File: config.mk
export PLATFORM = sky130hd
export DESIGN_NAME = command_write_protection
export DESIGN_NICKNAME = d
export VERILOG_FILES = /design/src/cwp_pkg.sv /design/src/gate_if.sv /design/src/write_gate.sv /design/src/command_write_protection.sv
export VERILOG_INCLUDE_DIRS = /design/src
export SDC_FILE = /design/constraint.sdc
export NUM_CORES = 1
export LEC_CHECK = 0
export BUFFER_PORTS_ARGS = -buffer_cell sky130_fd_sc_hd__buf_2
export CORE_AREA = 2 2 437 439
export DETAILED_ROUTE_END_ITERATION = 16
export DIE_AREA = 0 0 439 441
export SLEW_MARGIN = 40
export SYNTH_ARGS = -nofsm -noshare
export SYNTH_HDL_FRONTEND = slang
export SYNTH_HIERARCHICAL = 1
export SYNTH_SLANG_ARGS = --single-unit
File: constraint.sdc
create_clock -name ref_clk -period 3.7 [get_ports ref_clk]
set_input_delay 0.37 -clock ref_clk [delete_from_list [all_inputs] [get_ports ref_clk]]
set_output_delay 0.37 -clock ref_clk [all_outputs]
set_load 0.005 [all_outputs]
File: src/cwp_regs.svh
// Summary of operation
// RULE_01: Reads always allowed; writes follow mask bits.
// RULE_02: Protected command needs a matching password first.
// RULE_03: Two password kinds: public and private.
// RULE_04: Each store keeps its own mask, private password.
// RULE_05: Default mask bit clear needs default private password.
// RULE_06: User mask bit clear needs user private password.
// RULE_07: Level 0..3 read in bits 1:0, rest zero.
// RULE_08: Levels 0-1 public; levels 2-3 need private.
// RULE_09: Private password write never lowers the level.
// RULE_10: Public password write sets level 0 or 1.
// RULE_11: Default mask bit clear: writable at level 3.
// RULE_12: Default private password match raises level to 3.
// RULE_13: User mask bit clear: writable at level 2+.
// RULE_14: User private password match raises level to 2.
// RULE_15: Level 1 writes commands set in both masks.
// RULE_16: User public password match sets level 1.
// RULE_17: Default public password plays no part.
// RULE_18: Level 0 accepts only always-writable commands.
// RULE_19: Public password mismatch drops level to 0.
// RULE_20: Level register is read-only byte, resets to 01h.
// RULE_21: Vendor should protect default save/reload commands.
// RULE_22: User should protect user/default save/reload commands.
// RULE_23: Mask has 256 bits, bit n for code n.
// RULE_24: Masks reset all ones; default needs 3, user 2+.
// RULE_25: Public password is four bytes, never protected.
// RULE_26: Refused writes leave the command parameter unchanged.
`ifndef CWP_REGS_SVH
`define CWP_REGS_SVH

// Command codes handled by the protection logic itself.
`define CMD_ACCESS_TIER 8'hFA
`define CMD_PRIV_PWD 8'hFB
`define CMD_PUB_PWD 8'hFC
`define CMD_WRITE_MASK 8'hFD

// Register fields, widths and reset values.
`define TIER_FIELD_MSB 1
`define TIER_FIELD_LSB 0
`define TIER_RESET 8'h01
`define MASK_BITS 256
`define MASK_RESET {256{1'b1}}
`define PWD_BITS 32
`define PUB_PWD_RESET 32'h0000_0000
`define PRIV_PWD_RESET 32'h0000_0000

`endif

File: src/cwp_pkg.sv
package cwp_pkg;
   // Security tier, coded exactly as software reads it back.
   typedef enum logic [1:0] {
      TIER_0 = 2'h0,
      TIER_1 = 2'h1,
      TIER_2 = 2'h2,
      TIER_3 = 2'h3
   } tier_t;
   typedef logic [255:0] mask_t;
   typedef logic [31:0] pwd_t;
   typedef logic [7:0] code_t;
endpackage

File: src/gate_if.sv
`timescale 1ns/10ps
`default_nettype none
interface gate_if;
   cwp_pkg::tier_t tier;
   logic dflt_bit;
   logic user_bit;
   logic always_wr;
   logic allow;
   modport asker (output tier, output dflt_bit, output user_bit,
      output always_wr, input allow);
   modport judge (input tier, input dflt_bit, input user_bit,
      input always_wr, output allow);
endinterface
`default_nettype wire

File: src/write_gate.sv
`timescale 1ns/10ps
`default_nettype none
module write_gate (
   gate_if.judge g
);
   // The default store is checked first, so a bit cleared there can only
   // be opened by the vendor tier even if the user store leaves it set.
   wire need_three = !g.dflt_bit; // RULE_05
   wire need_two = g.dflt_bit && !g.user_bit; // RULE_06
   wire ok_three = (g.tier == cwp_pkg::TIER_3); // RULE_11
   wire ok_two = (g.tier >= cwp_pkg::TIER_2); // RULE_13
   wire ok_one = (g.tier >= cwp_pkg::TIER_1); // RULE_15

   // Tier 0 passes only commands that are never protected.
   assign g.allow = g.always_wr ? 1'b1 :
                    need_three ? ok_three :
                    need_two ? ok_two : ok_one; // RULE_18
endmodule
`default_nettype wire

File: src/command_write_protection.sv
`timescale 1ns/10ps
`default_nettype none
`include "cwp_regs.svh"
module command_write_protection (
   input wire logic ref_clk,
   input wire logic resetn,
   input wire logic cmd_wr_valid,
   input wire logic [7:0] cmd_wr_code,
   input wire logic [255:0] cmd_wr_data,
   input wire logic cmd_wr_dflt,
   input wire logic cmd_rd_valid,
   input wire logic [7:0] cmd_rd_code,
   input wire logic nvm_load,
   input wire logic nvm_load_dflt,
   input wire logic [255:0] nvm_mask,
   input wire logic [31:0] nvm_priv,
   input wire logic [31:0] nvm_pub,
   output logic rd_allow,
   output logic wr_accept,
   output logic wr_refused,
   output logic [7:0] access_tier_status,
   output logic [255:0] dflt_mask_out,
   output logic [255:0] user_mask_out
);
   // Per-store protection state: one mask and one private password each.
   cwp_pkg::mask_t dflt_mask_q; // RULE_04
   cwp_pkg::mask_t user_mask_q;
   cwp_pkg::pwd_t dflt_priv_q;
   cwp_pkg::pwd_t user_priv_q;
   cwp_pkg::pwd_t user_pub_q;
   cwp_pkg::tier_t tier_q;
   cwp_pkg::tier_t tier_d;
   logic wr_accept_q;
   logic wr_refused_q;

   // Command decode of the incoming write.
   wire is_pub = (cmd_wr_code == `CMD_PUB_PWD);
   wire is_priv = (cmd_wr_code == `CMD_PRIV_PWD);
   wire is_mask = (cmd_wr_code == `CMD_WRITE_MASK);
   wire is_tier = (cmd_wr_code == `CMD_ACCESS_TIER);
   wire is_general = !is_pub && !is_priv && !is_mask && !is_tier;
   wire pub_wr = cmd_wr_valid && is_pub; // RULE_25
   wire priv_wr = cmd_wr_valid && is_priv;
   wire [31:0] pwd_in = cmd_wr_data[`PWD_BITS-1:0];

   // Password comparisons; only the user store's public password counts.
   wire pub_match = (pwd_in == user_pub_q); // RULE_17
   wire dflt_priv_match = (pwd_in == dflt_priv_q);
   wire user_priv_match = (pwd_in == user_priv_q);

   // Mask bit lookup: bit n of each mask guards command code n.
   wire dflt_bit = dflt_mask_q[cmd_wr_code]; // RULE_23
   wire user_bit = user_mask_q[cmd_wr_code];

   // The shared decision for ordinary commands lives in the gate.
   gate_if gif ();
   assign gif.tier = tier_q;
   assign gif.dflt_bit = dflt_bit;
   assign gif.user_bit = user_bit;
   assign gif.always_wr = is_pub || is_priv; // RULE_18
   write_gate u_gate (
      .g(gif.judge)
   );

   // Mask writes carry their own tier needs and bypass the mask itself,
   // otherwise a cleared bit could lock the store out for good.
   wire mask_ok = cmd_wr_dflt ? (tier_q == cwp_pkg::TIER_3) :
                  (tier_q >= cwp_pkg::TIER_2); // RULE_24
   wire allow = is_mask ? mask_ok :
                is_tier ? 1'b0 : gif.allow; // RULE_02
   wire mask_wr = cmd_wr_valid && is_mask && mask_ok;

   // Tier update. A public password always resets to 0 or 1; a private
   // password only ever raises, so a tier-2 match never drops tier 3.
   assign tier_d = pub_wr ?
                   (pub_match ? cwp_pkg::TIER_1 : // RULE_16
                    cwp_pkg::TIER_0) : // RULE_19
                   (priv_wr && dflt_priv_match) ? cwp_pkg::TIER_3 : // RULE_12
                   (priv_wr && user_priv_match &&
                    (tier_q < cwp_pkg::TIER_2)) ? cwp_pkg::TIER_2 : // RULE_14
                   tier_q; // RULE_09 RULE_10

   // Security tier register, reset to tier 1.
   always_ff @(posedge ref_clk or negedge resetn) begin
      if (!resetn) begin
         tier_q <= cwp_pkg::tier_t'(2'(`TIER_RESET)); // RULE_20
      end else begin
         tier_q <= tier_d; // RULE_08
      end
   end

   // Default store contents; a restore load wins over a host mask write.
   always_ff @(posedge ref_clk or negedge resetn) begin
      if (!resetn) begin
         dflt_mask_q <= `MASK_RESET; // RULE_24
         dflt_priv_q <= `PRIV_PWD_RESET;
      end else if (nvm_load && nvm_load_dflt) begin
         dflt_mask_q <= nvm_mask;
         dflt_priv_q <= nvm_priv;
      end else if (mask_wr && cmd_wr_dflt) begin
         dflt_mask_q <= cmd_wr_data;
      end
   end

   // User store contents, including the public password in use.
   always_ff @(posedge ref_clk or negedge resetn) begin
      if (!resetn) begin
         user_mask_q <= `MASK_RESET;
         user_priv_q <= `PRIV_PWD_RESET;
         user_pub_q <= `PUB_PWD_RESET;
      end else if (nvm_load && !nvm_load_dflt) begin
         user_mask_q <= nvm_mask;
         user_priv_q <= nvm_priv;
         user_pub_q <= nvm_pub; // RULE_03
      end else if (mask_wr && !cmd_wr_dflt) begin
         user_mask_q <= cmd_wr_data;
      end
   end

   // Verdict pulses one cycle after the write. The owner of the command's
   // parameter must drop the write on a refusal; only mask writes are stored here.
   always_ff @(posedge ref_clk or negedge resetn) begin
      if (!resetn) begin
         wr_accept_q <= 1'b0;
         wr_refused_q <= 1'b0;
      end else begin
         wr_accept_q <= cmd_wr_valid && allow; // RULE_26
         wr_refused_q <= cmd_wr_valid && !allow;
      end
   end

   // Outputs. Reads are never gated by any mask or tier.
   assign rd_allow = cmd_rd_valid; // RULE_01
   assign wr_accept = wr_accept_q;
   assign wr_refused = wr_refused_q;
   assign access_tier_status = {6'h00, tier_q}; // RULE_07
   assign dflt_mask_out = dflt_mask_q;
   assign user_mask_out = user_mask_q;

   // Checks of the tier logic and the write verdicts.
   a_pub_match_one: assert property ( // RULE_16
      @(posedge ref_clk) disable iff (!resetn)
      pub_wr && pub_match |=> access_tier_status == 8'h01)
      else $error("Public password match did not give tier 1.");

   a_pub_miss_zero: assert property ( // RULE_19
      @(posedge ref_clk) disable iff (!resetn)
      pub_wr && !pub_match |=> access_tier_status == 8'h00)
      else $error("Public password mismatch did not give tier 0.");

   a_priv_no_lower: assert property ( // RULE_09
      @(posedge ref_clk) disable iff (!resetn)
      priv_wr |=> tier_q >= $past(tier_q))
      else $error("Private password write lowered the tier.");

   a_dflt_priv_three: assert property ( // RULE_12
      @(posedge ref_clk) disable iff (!resetn)
      priv_wr && dflt_priv_match |=> tier_q == cwp_pkg::TIER_3)
      else $error("Default private password did not give tier 3.");

   a_user_priv_two: assert property ( // RULE_14
      @(posedge ref_clk) disable iff (!resetn)
      priv_wr && user_priv_match && !dflt_priv_match &&
      tier_q < cwp_pkg::TIER_2 |=> tier_q == cwp_pkg::TIER_2)
      else $error("User private password did not give tier 2.");

   a_dflt_bit_guard: assert property ( // RULE_11
      @(posedge ref_clk) disable iff (!resetn)
      cmd_wr_valid && is_general && !dflt_bit &&
      tier_q != cwp_pkg::TIER_3 |=> wr_refused && !wr_accept)
      else $error("Default-protected command written below tier 3.");

   a_user_bit_guard: assert property ( // RULE_13
      @(posedge ref_clk) disable iff (!resetn)
      cmd_wr_valid && is_general && dflt_bit && !user_bit |=>
      wr_accept == ($past(tier_q) >= cwp_pkg::TIER_2))
      else $error("User-protected command verdict wrong for tier.");

   a_tier0_locked: assert property ( // RULE_18
      @(posedge ref_clk) disable iff (!resetn)
      cmd_wr_valid && tier_q == cwp_pkg::TIER_0 && !is_pub && !is_priv
      |=> wr_refused)
      else $error("Tier 0 accepted a protectable command.");

   a_tier1_open: assert property ( // RULE_15
      @(posedge ref_clk) disable iff (!resetn)
      cmd_wr_valid && is_general && dflt_bit && user_bit &&
      tier_q == cwp_pkg::TIER_1 |=> wr_accept)
      else $error("Tier 1 refused an open command.");

   a_tier_held: assert property ( // RULE_20
      @(posedge ref_clk) disable iff (!resetn)
      !pub_wr && !priv_wr |=> $stable(access_tier_status))
      else $error("Tier changed without a password write.");

   a_dflt_mask_lock: assert property ( // RULE_24
      @(posedge ref_clk) disable iff (!resetn)
      cmd_wr_valid && is_mask && cmd_wr_dflt && !nvm_load &&
      tier_q != cwp_pkg::TIER_3 |=> $stable(dflt_mask_q) ##1 1'b1)
      else $error("Default mask changed below tier 3.");

   a_verdict_one: assert property ( // RULE_02
      @(posedge ref_clk) disable iff (!resetn)
      cmd_wr_valid |=> wr_accept != wr_refused)
      else $error("Write got no verdict or two verdicts.");

   a_reads_free: assert property ( // RULE_01
      @(posedge ref_clk) disable iff (!resetn)
      cmd_rd_valid |-> rd_allow)
      else $error("A read was refused.");

   // Further checks on verdicts, stores and tier movement.
   a_tier_upper_zero: assert property ( // RULE_07
      @(posedge ref_clk) disable iff (!resetn)
      access_tier_status[7:2] == 6'h00)
      else $error("Unused tier status bits not zero.");

   a_no_idle_verdict: assert property ( // RULE_26
      @(posedge ref_clk) disable iff (!resetn)
      !cmd_wr_valid |=> !wr_accept && !wr_refused)
      else $error("Verdict without a write.");

   a_tier_wr_refused: assert property ( // RULE_20
      @(posedge ref_clk) disable iff (!resetn)
      cmd_wr_valid && is_tier |=> wr_refused)
      else $error("Write to the tier register accepted.");

   a_pub_always_open: assert property ( // RULE_25
      @(posedge ref_clk) disable iff (!resetn)
      pub_wr |=> wr_accept)
      else $error("Public password write refused.");

   a_priv_always_open: assert property ( // RULE_03
      @(posedge ref_clk) disable iff (!resetn)
      priv_wr |=> wr_accept)
      else $error("Private password write refused.");

   a_user_mask_lock: assert property ( // RULE_24
      @(posedge ref_clk) disable iff (!resetn)
      cmd_wr_valid && is_mask && !cmd_wr_dflt && !nvm_load &&
      tier_q < cwp_pkg::TIER_2 |=> $stable(user_mask_q))
      else $error("User mask changed below tier 2.");

   a_dflt_mask_write: assert property ( // RULE_24
      @(posedge ref_clk) disable iff (!resetn)
      cmd_wr_valid && is_mask && cmd_wr_dflt && !nvm_load &&
      tier_q == cwp_pkg::TIER_3 |=> dflt_mask_q == $past(cmd_wr_data))
      else $error("Default mask write at tier 3 lost.");

   a_user_mask_write: assert property ( // RULE_24
      @(posedge ref_clk) disable iff (!resetn)
      cmd_wr_valid && is_mask && !cmd_wr_dflt && !nvm_load &&
      tier_q >= cwp_pkg::TIER_2 |=> user_mask_q == $past(cmd_wr_data))
      else $error("User mask write at tier 2 or 3 lost.");

   a_dflt_load: assert property ( // RULE_04
      @(posedge ref_clk) disable iff (!resetn)
      nvm_load && nvm_load_dflt |=> dflt_mask_q == $past(nvm_mask) &&
      dflt_priv_q == $past(nvm_priv))
      else $error("Default store restore lost.");

   a_user_load: assert property ( // RULE_04
      @(posedge ref_clk) disable iff (!resetn)
      nvm_load && !nvm_load_dflt |=> user_mask_q == $past(nvm_mask) &&
      user_priv_q == $past(nvm_priv) && user_pub_q == $past(nvm_pub))
      else $error("User store restore lost.");

   a_dflt_store_kept: assert property ( // RULE_04
      @(posedge ref_clk) disable iff (!resetn)
      !(nvm_load && nvm_load_dflt) && !(mask_wr && cmd_wr_dflt) |=>
      $stable(dflt_mask_q) && $stable(dflt_priv_q))
      else $error("Default store changed on its own.");

   a_user_store_kept: assert property ( // RULE_04
      @(posedge ref_clk) disable iff (!resetn)
      !(nvm_load && !nvm_load_dflt) && !(mask_wr && !cmd_wr_dflt) |=>
      $stable(user_mask_q) && $stable(user_priv_q) && $stable(user_pub_q))
      else $error("User store changed on its own.");

   a_priv_miss_kept: assert property ( // RULE_09
      @(posedge ref_clk) disable iff (!resetn)
      priv_wr && !dflt_priv_match && !user_priv_match |=> $stable(tier_q))
      else $error("Unmatched private password moved the tier.");

   a_high_tier_kept: assert property ( // RULE_09
      @(posedge ref_clk) disable iff (!resetn)
      priv_wr && !dflt_priv_match && tier_q >= cwp_pkg::TIER_2 |=>
      $stable(tier_q))
      else $error("User private password moved a high tier.");

   a_dflt_bit_open: assert property ( // RULE_05
      @(posedge ref_clk) disable iff (!resetn)
      cmd_wr_valid && is_general && !dflt_bit &&
      tier_q == cwp_pkg::TIER_3 |=> wr_accept)
      else $error("Tier 3 refused a default-protected command.");

   a_high_only_public: assert property ( // RULE_08
      @(posedge ref_clk) disable iff (!resetn)
      !pub_wr && tier_q >= cwp_pkg::TIER_2 |=> tier_q >= cwp_pkg::TIER_2)
      else $error("High tier left without a public password.");

   a_priv_reach_high: assert property ( // RULE_08
      @(posedge ref_clk) disable iff (!resetn)
      priv_wr && (dflt_priv_match || user_priv_match) |=>
      tier_q >= cwp_pkg::TIER_2)
      else $error("Private password match gave a low tier.");

   a_pub_caps_one: assert property ( // RULE_10
      @(posedge ref_clk) disable iff (!resetn)
      pub_wr |=> tier_q <= cwp_pkg::TIER_1)
      else $error("Public password write left a high tier.");

   a_mask_verdict: assert property ( // RULE_24
      @(posedge ref_clk) disable iff (!resetn)
      cmd_wr_valid && is_mask |=> wr_accept == $past(mask_ok))
      else $error("Mask write verdict wrong for tier.");

   a_read_no_tier: assert property ( // RULE_01
      @(posedge ref_clk) disable iff (!resetn)
      cmd_rd_valid && !cmd_wr_valid |=> $stable(tier_q))
      else $error("A read moved the tier.");

   a_tier1_guarded: assert property ( // RULE_15
      @(posedge ref_clk) disable iff (!resetn)
      cmd_wr_valid && is_general && tier_q == cwp_pkg::TIER_1 &&
      !(dflt_bit && user_bit) |=> wr_refused)
      else $error("Tier 1 accepted a masked command.");

   // Main scenarios worth seeing.
   c_reach_three: cover property (
      @(posedge ref_clk) disable iff (!resetn)
      tier_q == cwp_pkg::TIER_1 ##1 tier_q == cwp_pkg::TIER_3);
   c_reach_two: cover property (
      @(posedge ref_clk) disable iff (!resetn)
      tier_q == cwp_pkg::TIER_0 ##1 tier_q == cwp_pkg::TIER_2);
   c_drop_from_three: cover property (
      @(posedge ref_clk) disable iff (!resetn)
      tier_q == cwp_pkg::TIER_3 ##1 tier_q == cwp_pkg::TIER_0);
   c_mask_written: cover property (
      @(posedge ref_clk) disable iff (!resetn)
      mask_wr ##1 wr_accept);
   c_tier_read: cover property (
      @(posedge ref_clk) disable iff (!resetn)
      cmd_rd_valid && cmd_rd_code == `CMD_ACCESS_TIER);
endmodule
`default_nettype wire

# --- Word-level counts from Yosys, hierarchy flattened ---
# Cells that the tools add are included.
totals:
  wordCells: 60
  regBits: 612
  inputBits: 599
op_classes:
  n_eq_ne: 8
  n_lt_le_gt_ge: 4
  n_mux: 18
  n_reduce_logical: 22
ops:
  columns: ["operator", "n"]
  rows:
  - ["two-way mux 256 bit", 4]
  - ["equality test 32 bit", 3]
  - ["equality test 8 bit (second input constant)", 4]
  - ["binary-select mux 1 bit (select 8 bit)", 2]
  - ["logical AND 1 bit", 14]
  - ["less-than comparator 8 x 9 -> 1 bit (second input constant)", 1]
  - ["two-way mux 1 bit", 9]
  - ["two-way mux 2 bit", 3]
  - ["zero test 1 bit", 4]
  - ["nonzero test 2 bit", 2]
  - ["nonzero test 3 bit", 1]
  - ["equality test 2 bit (second input constant)", 1]
  - ["greater-or-equal comparator 2 x 1 -> 1 bit (second input constant)", 1]
  - ["greater-or-equal comparator 2 bit (second input constant)", 1]
  - ["less-than comparator 2 bit (second input constant)", 1]
  - ["logical OR 1 bit", 1]

# --- Depth between registers and ports, before layout ---
depth:
  ltp_word: 11
  mapped_depth: 14
  mapped_depth_nobuf: 10

# --- By module ---
# The synthesis kept the hierarchy.
by_module_without_submodules:
  columns: ["module", "cells_each", "area_each_um2", "instances"]
  rows:
  - ["command_write_protection", 3387, 32801.5, 1]
  - ["write_gate", 2, 17.5, 1]

# --- Least setup slack after synthesis ---
# OpenSTA, ideal clock, no wires.
synth_path:
  path_type: "input-to-reg"
  start: "in cmd_wr_code[0]"
  end: "reg wr_refused_q, in the netlist wr_refused"
  setup_slack_ns: 0.709
  cell_stages: 13
  t_arrival_ns: 2.924
  n_path_buf: 3
  path_cell_list: "buf_6 buf_6 buf_2 mux4_2 a22oi_1 nand2_1 a211oi_1 a22oi_1 a21o_1 a21o_1 a221o_1 a22oi_1 and3_1"
synth_between:
  elab_cells_between_ends: 18
synth_rtl:
  columns: ["item", "line", "text"]
  rows:
  - ["start, declared", "command_write_protection.sv:8", "input wire logic [7:0] cmd_wr_code,"]
  - ["binary-select mux 1 bit (select 8 bit) (*)", "command_write_protection.sv:52", "wire dflt_bit = dflt_mask_q[cmd_wr_code];"]
  - ["two-way mux 1 bit (not written as such) (*)", "command_write_protection.sv:52", null]
  - ["net dflt_bit", "command_write_protection.sv:52", null]
  - ["logical AND 1 bit", "write_gate.sv:9", "wire need_two = g.dflt_bit && !g.user_bit;"]
  - ["two-way mux 1 bit", "write_gate.sv:17", "need_two ? ok_two : ok_one;"]
  - ["two-way mux 1 bit (*)", "write_gate.sv:16", "need_three ? ok_three :"]
  - ["two-way mux 1 bit (*)", "write_gate.sv:15", "assign g.allow = g.always_wr ? 1'b1 :"]
  - ["net gif.allow", "gate_if.sv:8", "logic allow;"]
  - ["two-way mux 1 bit (*)", "command_write_protection.sv:70", "is_tier ? 1'b0 : gif.allow;"]
  - ["two-way mux 1 bit (*)", "command_write_protection.sv:69", "wire allow = is_mask ? mask_ok :"]
  - ["zero test 1 bit (*)", "command_write_protection.sv:128", "wr_refused_q <= cmd_wr_valid && !allow;"]
  - ["logical AND 1 bit (*)", "command_write_protection.sv:128", null]
  - ["end signal, assigned", "command_write_protection.sv:128", null]
  - ["end, declared", "command_write_protection.sv:34", "logic wr_refused_q;"]
# The timed path passes the listed nets; every way through them passes the cells marked *. The select of a mux whose other input is x is not followed.
# A chain may end at the register's enable or synchronous reset.

# --- Worst setup path after layout ---
layout_path:
  start: "reg user_mask_q[111], in the netlist user_mask_out[111]"
  end: "reg wr_refused_q, in the netlist wr_refused"
layout_between:
  elab_chain_len: 11
layout_lines:
  columns: ["item", "line", "text"]
  rows:
  - ["start, declared", "command_write_protection.sv:27", "cwp_pkg::mask_t user_mask_q;"]
  - ["start signal, assigned", "command_write_protection.sv:108", "user_mask_q <= `MASK_RESET;"]
  - ["start signal, assigned", "command_write_protection.sv:112", "user_mask_q <= nvm_mask;"]
  - ["start signal, assigned", "command_write_protection.sv:116", "user_mask_q <= cmd_wr_data;"]
  - ["binary-select mux 1 bit (select 8 bit)", "command_write_protection.sv:53", "wire user_bit = user_mask_q[cmd_wr_code];"]
  - ["two-way mux 1 bit (not written as such)", "command_write_protection.sv:53", null]
  - ["net gif.user_bit", "gate_if.sv:6", "logic user_bit;"]
  - ["zero test 1 bit", "write_gate.sv:9", null]
  - ["logical AND 1 bit", "write_gate.sv:9", null]
  - ["two-way mux 1 bit", "write_gate.sv:17", null]
  - ["two-way mux 1 bit", "write_gate.sv:16", null]
  - ["two-way mux 1 bit", "write_gate.sv:15", null]
  - ["net gif.allow", "gate_if.sv:8", null]
  - ["two-way mux 1 bit", "command_write_protection.sv:70", null]
  - ["two-way mux 1 bit", "command_write_protection.sv:69", null]
  - ["zero test 1 bit", "command_write_protection.sv:128", null]
  - ["logical AND 1 bit", "command_write_protection.sv:128", null]
# The timed path passes the listed nets, and every way through them passes these cells. The select of a mux whose other input is x is not followed.

==> impl_results.rst <==
.. list-table::
   :header-rows: 1

   * - Metric
     - Value
   * - Clk root buf
     - clkbuf_16
   * - DPL Wire Length
     - 168400 um
   * - Crit share post-route
     - 0.9492
   * - Global-route wire length before repair
     - between 200000 and 300000 um
   * - Worst-Skew Late Latency
     - a little over 0.7 ns
   * - Proportion of synthesized flip-flops having asynchronous set or reset
     - 1.000
   * - Total track usage
     - 0.2142
   * - Relative slew slack
     - 0.4211
   * - Layout Cell Area excl Fill
     - roughly 0.053 mm2
   * - Critical setup path kind
     - reg2reg
   * - CP endpoint kind
     - flip-flop
   * - Slew Limit Fails
     - 0
   * - Buffers on Ports
     - about 1100
   * - Initial core utilization
     - 0.1735
   * - Area used by sequential logic in the layout
     - 0.01596 mm2
   * - H-tree Lvls
     - 3
   * - Layout-stage area growth over the synthesis result
     - 61.15%
   * - Routed wire length
     - 217800 um
   * - Simple logic cell fraction of the synthesized area
     - 0.1587
   * - Startpoint type of the worst setup path
     - flip-flop
   * - Post-CTS Setup Repair Bufs
     - 0
   * - Count of routing violations after the opening detailed-route iteration
     - 3215
   * - Cell with the largest stage delay on the worst path
     - a21oi_1
   * - Worst endpoint data arrival time
     - between 4 and 5 ns
   * - Outcome
     - complete, no violations
   * - Clock-pin slew reported for the worst setup and hold paths after clock tree synthesis
     - about 0.060 ns
   * - Share of synthesized area occupied by flip-flops and latches
     - 0.4862
   * - Required time at the endpoint of the critical path
     - 4.36 ns
   * - Switch Pwr
     - between 8 and 9 mW
   * - Flip-flop and latch count after synthesis
     - just over 600
   * - Drt first pass iters
     - 7
   * - Most frequent cell after synthesis
     - nand2_1
   * - Compound-gate portion of the synthesized area
     - 0.1077
   * - Drt via density
     - 4.668
   * - Leading post-synthesis cells by cell area
     - dfstp_2 41%, nand2_1 11%, mux4_2 8.5%
   * - VDD IR max
     - just under 0.3 mV
   * - Clock share of power
     - 0.338
   * - Leakage power
     - around 23 nW
   * - Chip width
     - ~440 um
   * - Library cell occupying the most area in the post-synthesis netlist
     - dfstp_2
   * - Peak fanout along the critical path
     - 3
   * - Std-Cell Rows
     - 160
   * - Post-layout nets
     - slightly below 6000
   * - Total cell area at the placement stage
     - around 0.042 mm2
   * - Vertical die dimension
     - 441 um
   * - Cell-internal power
     - about 16 mW
   * - Share of final-layout standard cells stronger than drive strength 1
     - 0.3914
   * - Sum of negative setup slack
     - 0 ns
   * - Actual transition at the worst max-transition pin
     - between 0.8 and 0.9 ns
   * - Antenna viol nets, final
     - 0
   * - Max frequency
     - roughly 0.28 GHz
   * - Cell variety after synth
     - 52
   * - Post-synth top area share
     - 0.4107
   * - Total CTS buffers
     - 79
   * - Layout Skew
     - between 0.05 and 0.06 ns
   * - Number of hold violations in the final report
     - 0
   * - Worst-path cell chain
     - mux4_2, mux2i_1, nor2_1, or3_1, a21oi_1, buf_4, o32ai_1, a21o_1, a221o_1, a22oi_1, and3_1
   * - Filler instances
     - roughly 20000
   * - Main flop type after synthesis
     - dfstp_2
   * - Share of the synthesized netlist area taken by xor and xnor gates
     - 0.02535
   * - Maximum number of pins on one net before global-route repair
     - 127
   * - DR vias
     - between 30000 and 40000
   * - Global placement routability congestion
     - a little under 1
   * - Number of warnings printed during yosys synthesis
     - 6
   * - Cell Pwr Density
     - 455.1 mW/mm2
   * - Unrepaired setup endpoints after global routing
     - false
   * - Synth Area in Adders
     - 0
   * - Synthesized instance count
     - about 3400
   * - Max Buffers Root-to-Sink
     - 3
   * - Final period demand of the worst path
     - 3.512 ns
   * - Combinational family with the most area after synthesis
     - multiplexers
   * - Switching share of power
     - 0.3360
   * - Area of the placeable core
     - 0.1892 mm2
   * - Multi-input gate area
     - ~0.016 mm2
   * - Area enclosed by the die boundary
     - approximately 0.19 mm2
   * - DRC violations left
     - 0
   * - Clock tree from TritonCTS
     - done
   * - Syn Std Cell Area
     - 0.03282 mm2
   * - Power share of the combinational group
     - 0.266
   * - Max Cap Violations
     - 0
   * - Most numerous cell types in the synthesized netlist
     - 1004 x nand2_1, 513 x dfstp_2, 277 x mux2i_1
   * - Mux cell area share after synthesis
     - 0.1812
   * - Hold slack final
     - 0.07757 ns
   * - Global route total overflow
     - 0
   * - Io pins
     - roughly 1100
   * - Hold WC Path Type
     - in2reg
   * - Count of flip-flops with a built-in enable after synthesis
     - 0
   * - Sequential share of power
     - 0.397
   * - Peak per-stage delay on the critical path
     - about 0.52 ns
   * - Post-Syn Area per Cell
     - between 9 and 10 um2
   * - # clock sinks
     - just over 600
   * - Vias in the first global route
     - 36062
   * - Post-detailed-route wirelength per cell
     - approximately 28 um
   * - Antenna violations before repair
     - 52
   * - Final setup violating endpoints
     - 0
path summary, 6_finish.rpt:
check / startpoint / end / slack [ns] / cells after the start
worst max-delay path: user_mask_out[111] / wr_refused / 0.19 / 11
worst min-delay path: cmd_wr_data[63] / dflt_mask_out[63] / 0.08 / 3
worst max register to register: user_mask_out[111] / wr_refused / 0.19 / 11
worst min register to register: dflt_mask_out[206] / dflt_mask_out[206] / 0.48 / 2
max in group asynchronous: resetn / dflt_mask_out[224] / 2.30 / 4
min in group asynchronous: resetn / user_pub_q[12] / 0.13 / 2
flip-flops by register name (all words and copies together), names as in the netlist:
signal and cells:
dflt_priv_q 32, dflt_mask_out 256, gif.tier 2, user_pub_q 32, wr_accept 1, user_mask_out 256, user_priv_q 32, wr_refused 1
power groups by stage:
stage / Clock, mW / Combinational, mW / Sequential (mW)
2_1_floorplan: 0 / 2.18 / 8.99
3_3_place_gp: 0 / 5.19 / 9.58
3_5_place_dp: 0 / 5.26 / 9.60
4_1_cts: 8.35 / 6.34 / 9.50
5_1_grt: 8.56 / 6.83 / 9.60
6_report: 8.13 / 6.40 / 9.55
stage by stage:
step                setup WS [ns]  power, mW  utilization  instances
floorplan                  0.7094      11.17            -       3394
global placement          -0.4775      14.77       0.2227       6875
detailed placement        -0.3778      14.86       0.2228       6876
CTS                        0.1245      24.19       0.2790       7814
global route               0.1777      24.99       0.2794       7836
finish                     0.1880      24.07       0.2796       7847
critical path, delay by kind of cell (launching register included):
kind,cells,cell delay [ns]
buffers and inverters,1,0.22
AOI/OAI and AO/OA,5,1.28
muxes,2,0.85
and+or+nand+nor,3,0.71
DFF,1,0.39
what timing repair did:
item,in CTS,in global routing
resized for setup,0,1
endpoints found under the hold margin,618,0
setup endpoints to repair,0,1
hold buffers,797,0
metal layers:
layer / vias to the layer above / GRT usage / wire length, um
met3: 650 / 0.07365 / 21440
met2: 2178 / 0.3451 / 101400
li1: 15525 / - / -
met1: 18266 / 0.2441 / 79550
met5: - / 0.01117 / 326
met4: 12 / 0.1277 / 15110
cells in the final DEF (no fill, tap or decap), types with 24 or more instances in the layout:
cell type      Yosys  layout
buf_2             81    1101
nand2_1         1004    1004
dlygate4sd3_1      0     797
dfstp_2          513     513
mux2i_1          277     277
o21ai_0          268     267
a31oi_1          260     260
nor2_1           263     260
mux4_2           124     124
buf_4             23     116
dfrtp_1           99      99
clkbuf_16          0      79
xnor2_1           60      60
buf_12             0      49
xor2_1            35      35
mux2_2            34      34
diode_2            0      32
a22oi_1           24      24
final cells by class:
cell class / instances / area share
tap: 2511 / 0.05940
clock inverter: 26 / 0.007831
antenna: 32 / 0.001514
clock buffer: 115 / 0.04239
multi-input combinational: 2480 / 0.2953
timing repair buffer: 2068 / 0.2917
sequential: 612 / 0.3017
inverter: 3 / 0.0002129
cells by family after synthesis:
kind of cell,after synthesis
DFF,612
AOI/OAI and AO/OA,601
buffers and inverters,302
other,1
muxes,435
xor gates and xnor gates,95
and+or+nand+nor,1343
Power figures use the tool's default switching activity.
